<file path="src/apso_regs.svh">
`ifndef APSO_REGS_SVH
`define APSO_REGS_SVH

// ----------------------------------------------------------------
// clock and timing
// ----------------------------------------------------------------
`define APSO_CLK_HZ 50000000
`define APSO_CLK_KHZ 50000
`define APSO_BAUD_BPS 9600
`define APSO_BIT_CYC (`APSO_CLK_HZ / `APSO_BAUD_BPS)
`define APSO_REQ_WAIT_MS 100
`define APSO_REQ_WAIT_CYC (`APSO_CLK_HZ / 1000 * `APSO_REQ_WAIT_MS)
`define APSO_NORM_WAIT_MS 400
`define APSO_NORM_WAIT_CYC (`APSO_CLK_HZ / 1000 * `APSO_NORM_WAIT_MS)

// ----------------------------------------------------------------
// serial frame and characters
// ----------------------------------------------------------------
`define APSO_CHAR_W 7
`define APSO_FRAME_BITS 4'hA
`define APSO_MSG_DIGITS 3'h5
`define APSO_ALM_CHARS 3'h7
`define APSO_CH_P 7'h50
`define APSO_CH_PLUS 7'h2B
`define APSO_CH_MINUS 7'h2D
`define APSO_CH_ZERO 7'h30
`define APSO_CH_HEXA 7'h37
`define APSO_CH_CR 7'h0D
`define APSO_CH_A 7'h41
`define APSO_CH_L 7'h4C
`define APSO_CH_M 7'h4D
`define APSO_POW0 17'h02710
`define APSO_POW1 17'h003E8
`define APSO_POW2 17'h00064
`define APSO_POW3 17'h0000A
`define APSO_POW4 17'h00001

// ----------------------------------------------------------------
// pulse generation and multiturn
// ----------------------------------------------------------------
`define APSO_INIT_RATE_KPPS 16'h02A8
`define APSO_ENC_RES 262144
`define APSO_DEN_EXP_MAX 18
`define APSO_LIMIT_DEFAULT 16'hFFFF
`define APSO_FIFO_DEPTH 16

`endif

</file>
<file path="src/apso_pkg.sv">
package apso_pkg;
  typedef enum logic [3:0] {
    ST_IDLE   = 4'h0,
    ST_WAIT   = 4'h1,
    ST_HEAD   = 4'h3,
    ST_SIGN   = 4'h2,
    ST_DIGIT  = 4'h6,
    ST_CR     = 4'h7,
    ST_DRAIN  = 4'h5,
    ST_INIT   = 4'h4,
    ST_NORM   = 4'hC,
    ST_ALARM  = 4'hD,
    ST_ADRAIN = 4'hF
  } apso_state_e;
endpackage : apso_pkg

</file>
<file path="src/apso_top.sv">
`timescale 1ns/100ps
`default_nettype none
`include "apso_regs.svh"

// ----------------------------------------------------------------
// character fifo
// ----------------------------------------------------------------
module apso_fifo #(
  parameter int WIDTH = `APSO_CHAR_W,
  parameter int DEPTH = `APSO_FIFO_DEPTH
) (
  // clock and reset
  input wire logic clk_i,
  input wire logic resetn_i,
  // write side
  input wire logic in_valid_i,
  output logic in_ready_o,
  input wire logic [WIDTH-1:0] in_data_i,
  // read side
  output logic out_valid_o,
  input wire logic out_ready_i,
  output logic [WIDTH-1:0] out_data_o
);
  localparam int AW = $clog2(DEPTH);
  logic [WIDTH-1:0] mem_ff [DEPTH];
  logic [AW:0] wr_ff, nxt_wr, rd_ff, nxt_rd;
  logic full, empty, push, pop;

  assign full = (wr_ff[AW-1:0] == rd_ff[AW-1:0]) && (wr_ff[AW] != rd_ff[AW]);
  assign empty = (wr_ff == rd_ff);
  assign in_ready_o = !full;
  assign out_valid_o = !empty;
  assign out_data_o = mem_ff[rd_ff[AW-1:0]];
  assign push = in_valid_i && !full;
  assign pop = out_ready_i && !empty;

  always_comb begin
    nxt_wr = push ? wr_ff + 1'b1 : wr_ff;
    nxt_rd = pop ? rd_ff + 1'b1 : rd_ff;
  end

  always_ff @(posedge clk_i) begin
    if (!resetn_i) begin
      wr_ff <= '0;
      rd_ff <= '0;
    end else begin
      wr_ff <= nxt_wr;
      rd_ff <= nxt_rd;
    end
  end

  // storage needs no reset; empty flag guards stale words
  always_ff @(posedge clk_i) begin
    if (push) begin
      mem_ff[wr_ff[AW-1:0]] <= in_data_i;
    end
  end
endmodule : apso_fifo

// ----------------------------------------------------------------
// absolute position serial output
// ----------------------------------------------------------------
module apso_top
  import apso_pkg::*;
#(
  parameter int BIT_CYC_P = `APSO_BIT_CYC,
  parameter int REQ_WAIT_P = `APSO_REQ_WAIT_CYC,
  parameter int NORM_WAIT_P = `APSO_NORM_WAIT_CYC,
  parameter int ENC_RES_P = `APSO_ENC_RES
) (
  // clock and reset
  input wire logic clk_i,
  input wire logic resetn_i,
  // host request
  input wire logic absolute_data_request_i,
  // encoder events
  input wire logic enc_step_i,
  input wire logic enc_fwd_i,
  input wire logic rev_step_i,
  input wire logic rev_fwd_i,
  input wire logic [17:0] init_pulse_count_i,
  // configuration
  input wire logic absolute_encoder_i,
  input wire logic single_turn_i,
  input wire logic [17:0] output_pulse_divider_setting_i,
  input wire logic [15:0] multiturn_limit_setting_i,
  input wire logic [15:0] encoder_multiturn_limit_i,
  // alarm source
  input wire logic alarm_active_i,
  input wire logic [11:0] alarm_code_i,
  // pins and status
  output logic phase_a_output_o,
  output logic phase_b_output_o,
  output logic multiturn_limit_mismatch_alarm_o,
  output logic serial_active_o,
  output logic [15:0] revolution_count_o
);
  // ----------------------------------------------------------------
  // helpers
  // ----------------------------------------------------------------
  function automatic logic [16:0] pow10(input logic [2:0] idx);
    case (idx)
      3'h0: pow10 = `APSO_POW0;
      3'h1: pow10 = `APSO_POW1;
      3'h2: pow10 = `APSO_POW2;
      3'h3: pow10 = `APSO_POW3;
      default: pow10 = `APSO_POW4;
    endcase
  endfunction : pow10

  function automatic logic [6:0] hex_char(input logic [3:0] nib);
    hex_char = (nib < 4'hA) ? (`APSO_CH_ZERO + {3'h0, nib}) : (`APSO_CH_HEXA + {3'h0, nib});
  endfunction : hex_char

  function automatic logic [6:0] alm_char(input logic [2:0] idx, input logic [11:0] code);
    case (idx)
      3'h0: alm_char = `APSO_CH_A;
      3'h1: alm_char = `APSO_CH_L;
      3'h2: alm_char = `APSO_CH_M;
      3'h3: alm_char = hex_char(code[11:8]);
      3'h4: alm_char = hex_char(code[7:4]);
      3'h5: alm_char = hex_char(code[3:0]);
      default: alm_char = `APSO_CH_CR;
    endcase
  endfunction : alm_char

  // ----------------------------------------------------------------
  // multiturn limit, captured once after reset
  // ----------------------------------------------------------------
  logic cfg_done_ff, nxt_cfg_done;
  logic [15:0] limit_ff, nxt_limit;
  logic nxt_alarm;
  logic is_default;

  assign is_default = (limit_ff == `APSO_LIMIT_DEFAULT);

  always_comb begin
    nxt_cfg_done = 1'b1;
    nxt_limit = limit_ff;
    if (!cfg_done_ff) begin
      nxt_limit = absolute_encoder_i ? multiturn_limit_setting_i : `APSO_LIMIT_DEFAULT;
    end
    nxt_alarm = cfg_done_ff && absolute_encoder_i && (limit_ff != encoder_multiturn_limit_i);
  end

  always_ff @(posedge clk_i) begin
    if (!resetn_i) begin
      cfg_done_ff <= 1'b0;
      limit_ff <= `APSO_LIMIT_DEFAULT;
    end else begin
      cfg_done_ff <= nxt_cfg_done;
      limit_ff <= nxt_limit;
    end
  end

  // ----------------------------------------------------------------
  // revolution counter
  // ----------------------------------------------------------------
  logic [15:0] rev_ff, nxt_rev;

  always_comb begin
    nxt_rev = rev_ff;
    if (single_turn_i) begin
      nxt_rev = 16'h0000;
    end else if (rev_step_i && cfg_done_ff) begin
      if (is_default) begin
        // two's complement wrap gives +32767 <-> -32768
        nxt_rev = rev_fwd_i ? rev_ff + 16'h0001 : rev_ff - 16'h0001;
      end else if (rev_fwd_i) begin
        nxt_rev = (rev_ff == limit_ff) ? 16'h0000 : rev_ff + 16'h0001;
      end else begin
        nxt_rev = (rev_ff == 16'h0000) ? limit_ff : rev_ff - 16'h0001;
      end
    end
  end

  always_ff @(posedge clk_i) begin
    if (!resetn_i) begin
      rev_ff <= 16'h0000;
    end else begin
      rev_ff <= nxt_rev;
    end
  end

  // ----------------------------------------------------------------
  // sequencer and message builder
  // ----------------------------------------------------------------
  apso_state_e st_ff, nxt_st;
  logic [24:0] tmr_ff, nxt_tmr;
  logic [16:0] mag_ff, nxt_mag;
  logic [3:0] dig_ff, nxt_dig;
  logic [2:0] idx_ff, nxt_idx;
  logic neg_ff, nxt_neg;
  logic [17:0] init_left_ff, nxt_init_left;
  logic req_d_ff;
  logic clr_pulse;
  logic push_valid;
  logic [6:0] push_data;
  logic fifo_in_ready, fifo_out_valid, tx_busy_ff, nco_tick;
  logic [6:0] fifo_out_data;

  always_comb begin
    nxt_st = st_ff;
    nxt_tmr = tmr_ff;
    nxt_mag = mag_ff;
    nxt_dig = dig_ff;
    nxt_idx = idx_ff;
    nxt_neg = neg_ff;
    nxt_init_left = init_left_ff;
    clr_pulse = 1'b0;
    push_valid = 1'b0;
    push_data = `APSO_CH_CR;
    case (st_ff)
      ST_IDLE: begin
        if (absolute_data_request_i && !req_d_ff) begin
          nxt_st = ST_WAIT;
          nxt_tmr = '0;
        end
      end
      ST_WAIT: begin
        nxt_tmr = tmr_ff + 25'h0000001;
        if (tmr_ff >= 25'(REQ_WAIT_P - 1)) begin
          clr_pulse = 1'b1;
          nxt_neg = is_default && rev_ff[15];
          nxt_mag = (is_default && rev_ff[15]) ? {1'b0, 16'h0000 - rev_ff} : {1'b0, rev_ff};
          nxt_init_left = init_pulse_count_i;
          nxt_st = ST_HEAD;
        end
      end
      ST_HEAD: begin
        push_valid = 1'b1;
        push_data = `APSO_CH_P;
        if (fifo_in_ready) begin
          nxt_st = ST_SIGN;
        end
      end
      ST_SIGN: begin
        push_valid = 1'b1;
        // zero is sent with a plus sign
        push_data = neg_ff ? `APSO_CH_MINUS : `APSO_CH_PLUS;
        if (fifo_in_ready) begin
          nxt_st = ST_DIGIT;
          nxt_idx = 3'h0;
          nxt_dig = 4'h0;
        end
      end
      ST_DIGIT: begin
        // repeated subtraction, one step per clock, avoids a divider
        if (mag_ff >= pow10(idx_ff)) begin
          nxt_mag = mag_ff - pow10(idx_ff);
          nxt_dig = dig_ff + 4'h1;
        end else begin
          push_valid = 1'b1;
          push_data = `APSO_CH_ZERO + {3'h0, dig_ff};
          if (fifo_in_ready) begin
            nxt_dig = 4'h0;
            nxt_idx = idx_ff + 3'h1;
            if (idx_ff == `APSO_MSG_DIGITS - 3'h1) begin
              nxt_st = ST_CR;
            end
          end
        end
      end
      ST_CR: begin
        push_valid = 1'b1;
        push_data = `APSO_CH_CR;
        if (fifo_in_ready) begin
          nxt_st = ST_DRAIN;
        end
      end
      ST_DRAIN: begin
        nxt_tmr = '0;
        if (!fifo_out_valid && !tx_busy_ff) begin
          nxt_st = ST_INIT;
        end
      end
      ST_INIT: begin
        nxt_tmr = tmr_ff + 25'h0000001;
        if (nco_tick && (init_left_ff != 18'h00000)) begin
          nxt_init_left = init_left_ff - 18'h00001;
        end
        if ((tmr_ff >= 25'(NORM_WAIT_P - 1)) && (init_left_ff == 18'h00000)) begin
          nxt_st = ST_NORM;
        end
      end
      ST_ALARM: begin
        push_valid = 1'b1;
        push_data = alm_char(idx_ff, alarm_code_i);
        if (fifo_in_ready) begin
          nxt_idx = idx_ff + 3'h1;
          if (idx_ff == `APSO_ALM_CHARS - 3'h1) begin
            nxt_st = ST_ADRAIN;
          end
        end
      end
      ST_ADRAIN: begin
        if (!fifo_out_valid && !tx_busy_ff) begin
          nxt_st = ST_IDLE;
        end
      end
      default: begin
        nxt_st = st_ff;
      end
    endcase
    // request falling aborts the sequence; alarms follow if present and an absolute encoder is set
    if (!absolute_data_request_i && req_d_ff) begin
      nxt_idx = 3'h0;
      nxt_st = (absolute_encoder_i && alarm_active_i) ? ST_ALARM : ST_IDLE;
    end
  end

  always_ff @(posedge clk_i) begin
    if (!resetn_i) begin
      st_ff <= ST_IDLE;
      tmr_ff <= '0;
      mag_ff <= '0;
      dig_ff <= 4'h0;
      idx_ff <= 3'h0;
      neg_ff <= 1'b0;
      init_left_ff <= 18'h00000;
      req_d_ff <= 1'b0;
    end else begin
      st_ff <= nxt_st;
      tmr_ff <= nxt_tmr;
      mag_ff <= nxt_mag;
      dig_ff <= nxt_dig;
      idx_ff <= nxt_idx;
      neg_ff <= nxt_neg;
      init_left_ff <= nxt_init_left;
      req_d_ff <= absolute_data_request_i;
    end
  end

  // ----------------------------------------------------------------
  // character fifo and serial transmitter
  // ----------------------------------------------------------------
  logic tx_pop;
  logic [9:0] tx_sh_ff, nxt_tx_sh;
  logic [3:0] tx_bits_ff, nxt_tx_bits;
  logic [12:0] tx_cnt_ff, nxt_tx_cnt;
  logic nxt_tx_busy;

  assign tx_pop = !tx_busy_ff && fifo_out_valid;

  apso_fifo #(
    .WIDTH(`APSO_CHAR_W),
    .DEPTH(`APSO_FIFO_DEPTH)
  ) u_fifo (
    .clk_i(clk_i),
    .resetn_i(resetn_i),
    .in_valid_i(push_valid),
    .in_ready_o(fifo_in_ready),
    .in_data_i(push_data),
    .out_valid_o(fifo_out_valid),
    .out_ready_i(!tx_busy_ff),
    .out_data_o(fifo_out_data)
  );

  always_comb begin
    nxt_tx_sh = tx_sh_ff;
    nxt_tx_bits = tx_bits_ff;
    nxt_tx_cnt = tx_cnt_ff;
    nxt_tx_busy = tx_busy_ff;
    if (tx_pop) begin
      // stop, even parity, data LSB first, start
      nxt_tx_sh = {1'b1, ^fifo_out_data, fifo_out_data, 1'b0};
      nxt_tx_bits = `APSO_FRAME_BITS;
      nxt_tx_cnt = 13'(BIT_CYC_P - 1);
      nxt_tx_busy = 1'b1;
    end else if (tx_busy_ff) begin
      if (tx_cnt_ff == 13'h0000) begin
        nxt_tx_sh = {1'b1, tx_sh_ff[9:1]};
        nxt_tx_bits = tx_bits_ff - 4'h1;
        nxt_tx_cnt = 13'(BIT_CYC_P - 1);
        nxt_tx_busy = (tx_bits_ff != 4'h1);
      end else begin
        nxt_tx_cnt = tx_cnt_ff - 13'h0001;
      end
    end
  end

  always_ff @(posedge clk_i) begin
    if (!resetn_i) begin
      tx_sh_ff <= 10'h3FF;
      tx_bits_ff <= 4'h0;
      tx_cnt_ff <= 13'h0000;
      tx_busy_ff <= 1'b0;
    end else begin
      tx_sh_ff <= nxt_tx_sh;
      tx_bits_ff <= nxt_tx_bits;
      tx_cnt_ff <= nxt_tx_cnt;
      tx_busy_ff <= nxt_tx_busy;
    end
  end

  // ----------------------------------------------------------------
  // initial pulse rate, output divider and quadrature
  // ----------------------------------------------------------------
  logic [15:0] nco_ff, nxt_nco;
  logic [15:0] nco_inc;
  logic [2:0] den_shift;
  logic [18:0] div_ff, nxt_div;
  logic [18:0] div_sum;
  logic [1:0] quad_ff, nxt_quad;
  logic step_in, step_fwd, div_out;
  logic nxt_pa, nxt_pb, nxt_serial;

  // nco emits encoder counts at 680k * ENC_RES / denominator; the divider scales them back
  always_comb begin
    if (output_pulse_divider_setting_i <= 18'h04000) begin
      den_shift = 3'h4;
    end else if (output_pulse_divider_setting_i <= 18'h08000) begin
      den_shift = 3'h3;
    end else if (output_pulse_divider_setting_i <= 18'h10000) begin
      den_shift = 3'h2;
    end else if (output_pulse_divider_setting_i <= 18'h20000) begin
      den_shift = 3'h1;
    end else begin
      den_shift = 3'h0;
    end
    nco_inc = `APSO_INIT_RATE_KPPS << den_shift;
    nco_tick = (st_ff == ST_INIT) && ({1'b0, nco_ff} + {1'b0, nco_inc} >= 17'(`APSO_CLK_KHZ));
    nxt_nco = '0;
    if (st_ff == ST_INIT) begin
      nxt_nco = nco_tick ? 16'({1'b0, nco_ff} + {1'b0, nco_inc} - 17'(`APSO_CLK_KHZ)) : nco_ff + nco_inc;
    end
    step_in = 1'b0;
    step_fwd = 1'b1;
    if (st_ff == ST_INIT) begin
      step_in = nco_tick && (init_left_ff != 18'h00000);
    end else if ((st_ff == ST_NORM) || (st_ff == ST_IDLE)) begin
      step_in = enc_step_i;
      step_fwd = enc_fwd_i;
    end
    div_sum = div_ff + {1'b0, output_pulse_divider_setting_i};
    div_out = step_in && (div_sum >= 19'(ENC_RES_P));
    nxt_div = div_ff;
    if (clr_pulse) begin
      nxt_div = '0;
    end else if (step_in) begin
      nxt_div = div_out ? div_sum - 19'(ENC_RES_P) : div_sum;
    end
    nxt_quad = quad_ff;
    if (clr_pulse) begin
      nxt_quad = 2'h0;
    end else if (div_out) begin
      nxt_quad = step_fwd ? quad_ff + 2'h1 : quad_ff - 2'h1;
    end
    nxt_serial = (st_ff != ST_IDLE) && (st_ff != ST_INIT) && (st_ff != ST_NORM);
    // gray walk 00,01,11,10 on (a,b): b leads a going forward
    nxt_pb = quad_ff[0] ^ quad_ff[1];
    nxt_pa = nxt_serial ? (!tx_busy_ff || tx_sh_ff[0]) : quad_ff[1];
  end

  always_ff @(posedge clk_i) begin
    if (!resetn_i) begin
      nco_ff <= '0;
      div_ff <= '0;
      quad_ff <= 2'h0;
      phase_a_output_o <= 1'b0;
      phase_b_output_o <= 1'b0;
      serial_active_o <= 1'b0;
      multiturn_limit_mismatch_alarm_o <= 1'b0;
      revolution_count_o <= 16'h0000;
    end else begin
      nco_ff <= nxt_nco;
      div_ff <= nxt_div;
      quad_ff <= nxt_quad;
      phase_a_output_o <= nxt_pa;
      phase_b_output_o <= nxt_pb;
      serial_active_o <= nxt_serial;
      multiturn_limit_mismatch_alarm_o <= nxt_alarm;
      revolution_count_o <= nxt_rev;
    end
  end
endmodule : apso_top

`default_nettype wire

</file>
<file path="config.mk">
export PLATFORM = sky130hd
export DESIGN_NAME = apso_top
export DESIGN_NICKNAME = d
export VERILOG_FILES = /design/src/apso_pkg.sv /design/src/apso_top.sv
export VERILOG_INCLUDE_DIRS = /design/src
export SDC_FILE = /design/constraint.sdc
export NUM_CORES = 1
export LEC_CHECK = 0
export ABC_AREA = 1
export BUFFER_PORTS_ARGS = -buffer_cell sky130_fd_sc_hd__clkbuf_2
export CAP_MARGIN = 20
export CELL_PAD_IN_SITES_DETAIL_PLACEMENT = 1
export CELL_PAD_IN_SITES_GLOBAL_PLACEMENT = 1
export CORE_AREA = 2 2 213 215
export CTS_CLUSTER_DIAMETER = 50
export CTS_CLUSTER_SIZE = 30
export DETAILED_ROUTE_END_ITERATION = 16
export DIE_AREA = 0 0 215 217
export PLACE_DENSITY = 0.86
export SLEW_MARGIN = 30
export SYNTH_ARGS = -nofsm -noshare
export SYNTH_HDL_FRONTEND = slang
export SYNTH_SLANG_ARGS = --single-unit
export TNS_END_PERCENT = 20
</file>
<file path="constraint.sdc">
create_clock -name clk_i -period 3.6 [get_ports clk_i]
set_input_delay 0.72 -clock clk_i [delete_from_list [all_inputs] [get_ports clk_i]]
set_output_delay 0.72 -clock clk_i [all_outputs]
set_load 0.01 [all_outputs]
</file>
# Word-level counts from Yosys, hierarchy flattened
# Memory sizes are Yosys's and may differ from the RTL's. A register that Yosys moved wholly into a read port is not among the register bits.
# Cells that the tools add are included.
word_totals:
  ff_bits: 184
  latchBits: 0
  ram_bits: 112
  romBits: 0
  input_bits: 90
  output_inout_bits: 20
  elab_cells: 249
  memories: 1
op_classes:
  n_addsub: 26
  multipliers: 0
  div_mod_pow: 0
  order_cmp: 12
  n_eq_ne: 44
  n_shift: 1
  muxes: 82
  bitwise_logic: 2
  reduce_logical: 55
mem_list:
  columns: ["memory", "words", "width", "read_ports", "rd_clocked_by_memory_dff", "wr", "line_no", "source"]
  rows:
  - ["u_fifo.mem_ff", 16, 7, 1, 1, 1, "apso_top.sv:25", "logic [WIDTH-1:0] mem_ff [DEPTH];"]
op_table:
  columns: ["op", "count"]
  rows:
  - ["16-bit 2-to-1 mux", 8]
  - ["4-bit 2-to-1 mux", 22]
  - ["17-bit 2-to-1 mux", 5]
  - ["25-bit one-hot mux with 3 select lines", 1]
  - ["14-bit one-hot mux with 4 select lines", 1]
  - ["6-bit by 4-bit adder with 7-bit output (first input constant)", 7]
  - ["7-bit one-hot mux with 6 select lines", 1]
  - ["4-bit one-hot mux with 10 select lines", 1]
  - ["13-bit 2-to-1 mux", 3]
  - ["3-bit inequality test (second input constant)", 13]
  - ["18-bit 2-to-1 mux", 2]
  - ["18-bit one-hot mux with 2 select lines", 1]
  - ["17-bit one-hot mux with 2 select lines", 1]
  - ["7-bit 2-to-1 mux", 4]
  - ["7-bit one-hot mux with 4 select lines", 1]
  - ["9-bit 2-to-1 mux", 3]
  - ["25-bit by 1-bit adder with 25-bit output (second input constant)", 1]
  - ["25-bit by 23-bit greater-or-equal comparator with 1-bit output (second input constant)", 1]
  - ["25-bit greater-or-equal comparator (second input constant)", 1]
  - ["25-bit 2-to-1 mux", 1]
  - ["19-bit by 18-bit adder with 19-bit output", 1]
  - ["19-bit greater-or-equal comparator (second input constant)", 1]
  - ["19-bit 2-to-1 mux", 1]
  - ["19-bit subtractor (second input constant)", 1]
  - ["68 further kinds", 140]

# Depth between registers and ports, before layout
depth:
  ltp_word: 13
  mapped_depth: 27
  mapped_depth_nobuf: 27

# Modules after synthesis
# From an unflattened synthesis, not the netlist that was laid out.
unflattened:
  hier_cells: 2491
  area_unflattened_um2: 18195.0
by_module_without_submodules:
  columns: ["module", "n_inst", "cells_each", "area_per_inst_um2"]
  rows:
  - ["apso_top", 1, 2006, 12812.3]
  - ["apso_fifo", 1, 485, 5382.7]

# Least setup slack after synthesis
# OpenSTA, ideal clock, no wires.
synth_timing:
  path_type: "input to register"
  from: "in output_pulse_divider_setting_i[9]"
  to: "reg div_ff[0]"
  arrival_time_ns: 3.689
  required_time_ns: 3.484
  path_slack_ns: -0.205
  cell_stages: 23
  path_buffers: 1
  path_cell_list: "nor4_1 nand4_1 or4_1 nand2_1 nor2_1 nor2_1 inv_1 ha_1 nand2_1 inv_1 a21oi_1 nand2_2 nand2_1 nand2_2 nor2_4 nand3_1 nand2_2 nand2_4 nand3_4 nand2_4 buf_6 o21ai_0 nor2_1"
synth_via:
  elab_chain_len: 13
  word_cells_on_any_way: 18
synth_rtl:
  columns: ["element", "line_no", "source"]
  rows:
  - ["start, declared", "apso_top.sv:85", "input wire logic [17:0] output_pulse_divider_setting_i,"]
  - ["18-bit <= comparator", "apso_top.sv:416", "end else if (output_pulse_divider_setting_i <= 18'h20000) begin"]
  - ["1-bit 2-to-1 mux", "apso_top.sv:416", null]
  - ["2-bit 2-to-1 mux", "apso_top.sv:414", "end else if (output_pulse_divider_setting_i <= 18'h10000) begin"]
  - ["2-bit 2-to-1 mux", "apso_top.sv:412", "end else if (output_pulse_divider_setting_i <= 18'h08000) begin"]
  - ["3-bit 2-to-1 mux", "apso_top.sv:410", "if (output_pulse_divider_setting_i <= 18'h04000) begin"]
  - ["10-bit by 3-bit << shifter with 16-bit output (no source line)", null, null]
  - ["16-bit by 16-bit adder with 17-bit output", null, null]
  - ["17-bit by 16-bit greater-or-equal comparator with 1-bit output", "apso_top.sv:422", "nco_tick = (st_ff == ST_INIT) && ({1'b0, nco_ff} + {1'b0, nco_inc} >= 17'(`APSO_CLK_KHZ));"]
  - ["1-bit logical AND", "apso_top.sv:422", null]
  - ["1-bit logical AND", "apso_top.sv:430", "step_in = nco_tick && (init_left_ff != 18'h00000);"]
  - ["1-bit 2-to-1 mux", "apso_top.sv:429", "if (st_ff == ST_INIT) begin"]
  - ["1-bit logical AND", "apso_top.sv:436", "div_out = step_in && (div_sum >= 19'(ENC_RES_P));"]
  - ["19-bit 2-to-1 mux", "apso_top.sv:441", "nxt_div = div_out ? div_sum - 19'(ENC_RES_P) : div_sum;"]
  - ["end signal, assigned", "apso_top.sv:467", "div_ff <= nxt_div;"]
  - ["end, declared", "apso_top.sv:402", "logic [18:0] div_ff, nxt_div;"]
# Several ways; a longest one is shown, not always the timed one.
# A chain may end at the register's enable or synchronous reset.

# Worst setup path after layout
layout_timing:
  from: "in output_pulse_divider_setting_i[0]"
  to: "reg div_ff[0]"
# Same word-level chain as after synthesis.

==> flow_summary.toml <==
[pwr]
power_leakage_nw = 9.44
peakVddDrop_v = 0.000354
cellPowerDensity_nw_per_um2 = 601

[floorplanning]
die_h_um = 217
initial_core_util = 0.401
io_pins = 110
fp.coreArea_um2 = 44700
fp.dieArea_um2 = 46700
row_count = 78
die_x_um = 215

[synthesis]
yosys_warnings = 0
ys_seq_elements = 297
syn_inst = 2425
syn_area_um2 = 17900
ys_types = 67
avgSynthCellArea_um2 = 7.39
synthFlopType = "dfxtp_1"
async_flop_share = 0
ys_seq_area_frac = 0.394
synth_edf_count = 112

[critical_path]
r2r_setup_slack_ns = 0.23
critPathLaunchType = "input port"
critical_path_arrival_ns = 4.44
critical_path_required_ns = 4.02
cp_slowest_stage_delay_ns = 0.39
path_max_fanout = 8
timing.rr.start = "idx_ff[0]"
slowest_stage = "ha_2"
crit_chain = "buf_8 > nor4_4 > nand4_1 > buf_6 > buf_4 > a21oi_1 > inv_1 > nand2_1 > inv_1 > ha_2 > inv_1 > nor3_1 > nand2_4 > nand3_2 > nand2_4 > nor2_4 > nand2_2 > nand2_4 > nand3_4 > buf_12 > nand2_8 > clkinv_8 > nor2_1 > nor2_1"
r2r_cells = 23
timing.rr.end = "u_fifo.mem_ff[6][4]"
endpoint_kind = "register"
crit_type = "input port to register"

[timing]
fin_setup_tns_ns = -17.23
fin_ws_ns = -0.421
hold_viol = 0
fmax_mhz = 249
finalSetupViolCount = 51
relSlewSlack = 0.433
drv_slew = 0
fin_skew_ns = 0.0397
finalCriticalPeriod_ns = 4.02
rsz0062_at_grt = "true"
finalCritPeriodShare = 1.12
worstMarginPinSlew_ns = 0.843

[clocking]
cts.htree.levels = 2
cts_tree = "built"
cts.clk_slew.worst_paths_ns = 0.07
insertion_delay_ns = 0.54
cts.sinks = 297
root_buffer = "clkbuf_16"
cts.path.max_buffers = 3
hold_buffers = 0
cts_buffers = 35

[drt]
dr.pass1.iters = 5
drtAntennaViolNets = 0
drcViolationCount = 0
dr.first_iter.drc_count = 1054
routedWlPerCell_um = 20.3
viasPerCell = 5.68
vias = 18500
wl_mm = 66.0

[run_status]
violations = "negative setup slack"
status = "complete, but fails checks"

[min_path]
whs_path_depth = 3
hold_end = "req_d_ff"
hp-start = "absolute_data_request_i"
hold_path.class = "input port to register"

[layout]
drive_above_1_share = 0.191
postLayoutCellArea_um2 = 21900
finalNonFillerCells = 3254
synthToLayoutAreaGrowth_pct = 22.4
nets = 2790

[grt]
grt_pass1_wl_mm = 97.7
grt_antenna_before_repair = 1
grt.total_usage = 0.256
grt_max_degree = 59
grt.overflow.total = 0
first_global_vias = 19200

[placement]
portBuffers = 109
hpwl_mm = 43.1
placed_area_um2 = 19700
globalplace.congestion = 0.915
place_inst = 3154

[flow_run]
max_cap_violations = 0
state kept, by name, summed over array words and instances, names as in the netlist, 9 cells and up, named ones only:
signal	count
mag_ff	17
limit_ff	16
tx_cnt_ff	13
tx_sh_ff	9
init_left_ff	18
u_fifo.mem_ff	112
tmr_ff	25
div_ff	19
nco_ff	13
revolution_count_o	16
where the power goes:
| group | switching (mW) | leakage (nW) | total (mW) | internal [mW] |
|---|---|---|---|---|
| sequential | 0.331 | 2.56 | 4.25 | 3.92 |
| combinational | 3.46 | 6.28 | 5.11 | 1.65 |
| clock | 1.62 | 0.602 | 3.82 | 2.20 |
| total | 5.42 | 9.44 | 13.2 | 7.76 |
synthesized netlist by cell type (5+ instances only):
cell / count / area, um2
a211oi_1: 12 / 90.1
a21oi_1: 167 / 836
a31oi_1: 29 / 181
buf_2: 25 / 125
clkbuf_1: 46 / 173
dfxtp_1: 185 / 3700
edfxtp_1: 112 / 3360
ha_1: 68 / 851
inv_1: 268 / 1010
inv_2: 10 / 37.5
nand2_1: 424 / 1590
nand2_2: 14 / 87.6
nand3_1: 131 / 656
nand4_1: 38 / 238
nor2_1: 334 / 1250
nor2_2: 14 / 87.6
nor3_1: 44 / 220
nor4_1: 16 / 100
o211ai_1: 63 / 473
o21ai_0: 226 / 1130
o21bai_1: 5 / 37.5
o221ai_1: 7 / 61.3
o22ai_1: 9 / 56.3
o31ai_1: 6 / 45.0
or2_2: 15 / 93.8
xnor2_1: 30 / 263
xor2_1: 54 / 473
routing by layer:
metal / vias up / routed length, um / track usage
met5: - / 0 / 0
met3: 241 / 2810 / 0.0319
met1: 9089 / 25600 / 0.287
li1: 8612 / - / -
met2: 545 / 33900 / 0.478
met4: 0 / 3750 / 0.129
worst max-delay path by stage:
stage               slack, ns    endpoint                              start  cells past startpoint
floorplan               -0.06   div_ff[0]  output_pulse_divider_setting_i[9]                     22
global placement        -0.58  div_ff[15]  output_pulse_divider_setting_i[5]                     24
detailed placement      -0.87  div_ff[10]  output_pulse_divider_setting_i[0]                     24
CTS                     -0.12  div_ff[11]  output_pulse_divider_setting_i[0]                     28
global route            -0.54  quad_ff[0]  output_pulse_divider_setting_i[8]                     28
finish                  -0.42   div_ff[0]  output_pulse_divider_setting_i[0]                     24
worst max-delay path: cells and delay by family:
kind | cells | cell delay [ns]
fa+ha+maj | 1 | 0.39
compound gates | 1 | 0.24
simple gates | 14 | 2.06
buf+inv | 8 | 0.99
repair_timing:
item / in CTS / in global routing
cloned: 5 / 3
resized for setup: 85 / 131
buffers inserted: 17 / 13
setup endpoints to repair: 95 / 188
pin swaps: 11 / 24
through the flow:
step           power [mW]  setup slack [ns]   util  hold slack (ns)
4_1_cts              12.7            -0.116  0.477            0.423
3_3_place_gp         8.43            -0.581  0.440            0.445
3_5_place_dp         8.71            -0.865  0.440            0.458
2_1_floorplan        7.29           -0.0638      -            0.435
6_report             13.2            -0.421  0.491            0.437
5_1_grt              13.9            -0.538  0.491            0.435
kinds of logic after synthesis:
family,Yosys count,share of synthesized area
compound gates,549,0.174
xor+xnor,84,0.0411
fa+ha+maj,71,0.0508
buf+inv,362,0.0818
flops,297,0.394
other cells,1,0.000209
simple gates,1061,0.258
final cells by class:
type / count / area [um2]
multi-input cells: 1772 / 10100
clock buffers: 40 / 957
flip-flops and latches: 297 / 7070
clock inverters: 21 / 273
diodes: 1 / 2.50
fillers: 5566 / 22800
repair inverters: 3 / 43.8
inverters: 282 / 1090
repair buffers: 238 / 1620
well taps: 600 / 751
cells in the final DEF (no fill, tap or decap), types with 16 or more instances in the layout:
cell       count
a21oi_1      156
a31oi_1       28
buf_4        116
clkbuf_16     37
clkbuf_2     105
dfxtp_1      184
edfxtp_1     112
ha_1          58
inv_1        253
inv_2         23
nand2_1      393
nand2_2       34
nand3_1      125
nand4_1       38
nor2_1       308
nor2_2        28
nor2_4        16
nor3_1        42
o211ai_1      63
o21ai_0      191
o21ai_1       22
o21ai_2       17
xnor2_1       29
xor2_1        53
Power figures use the tool's default switching activity.
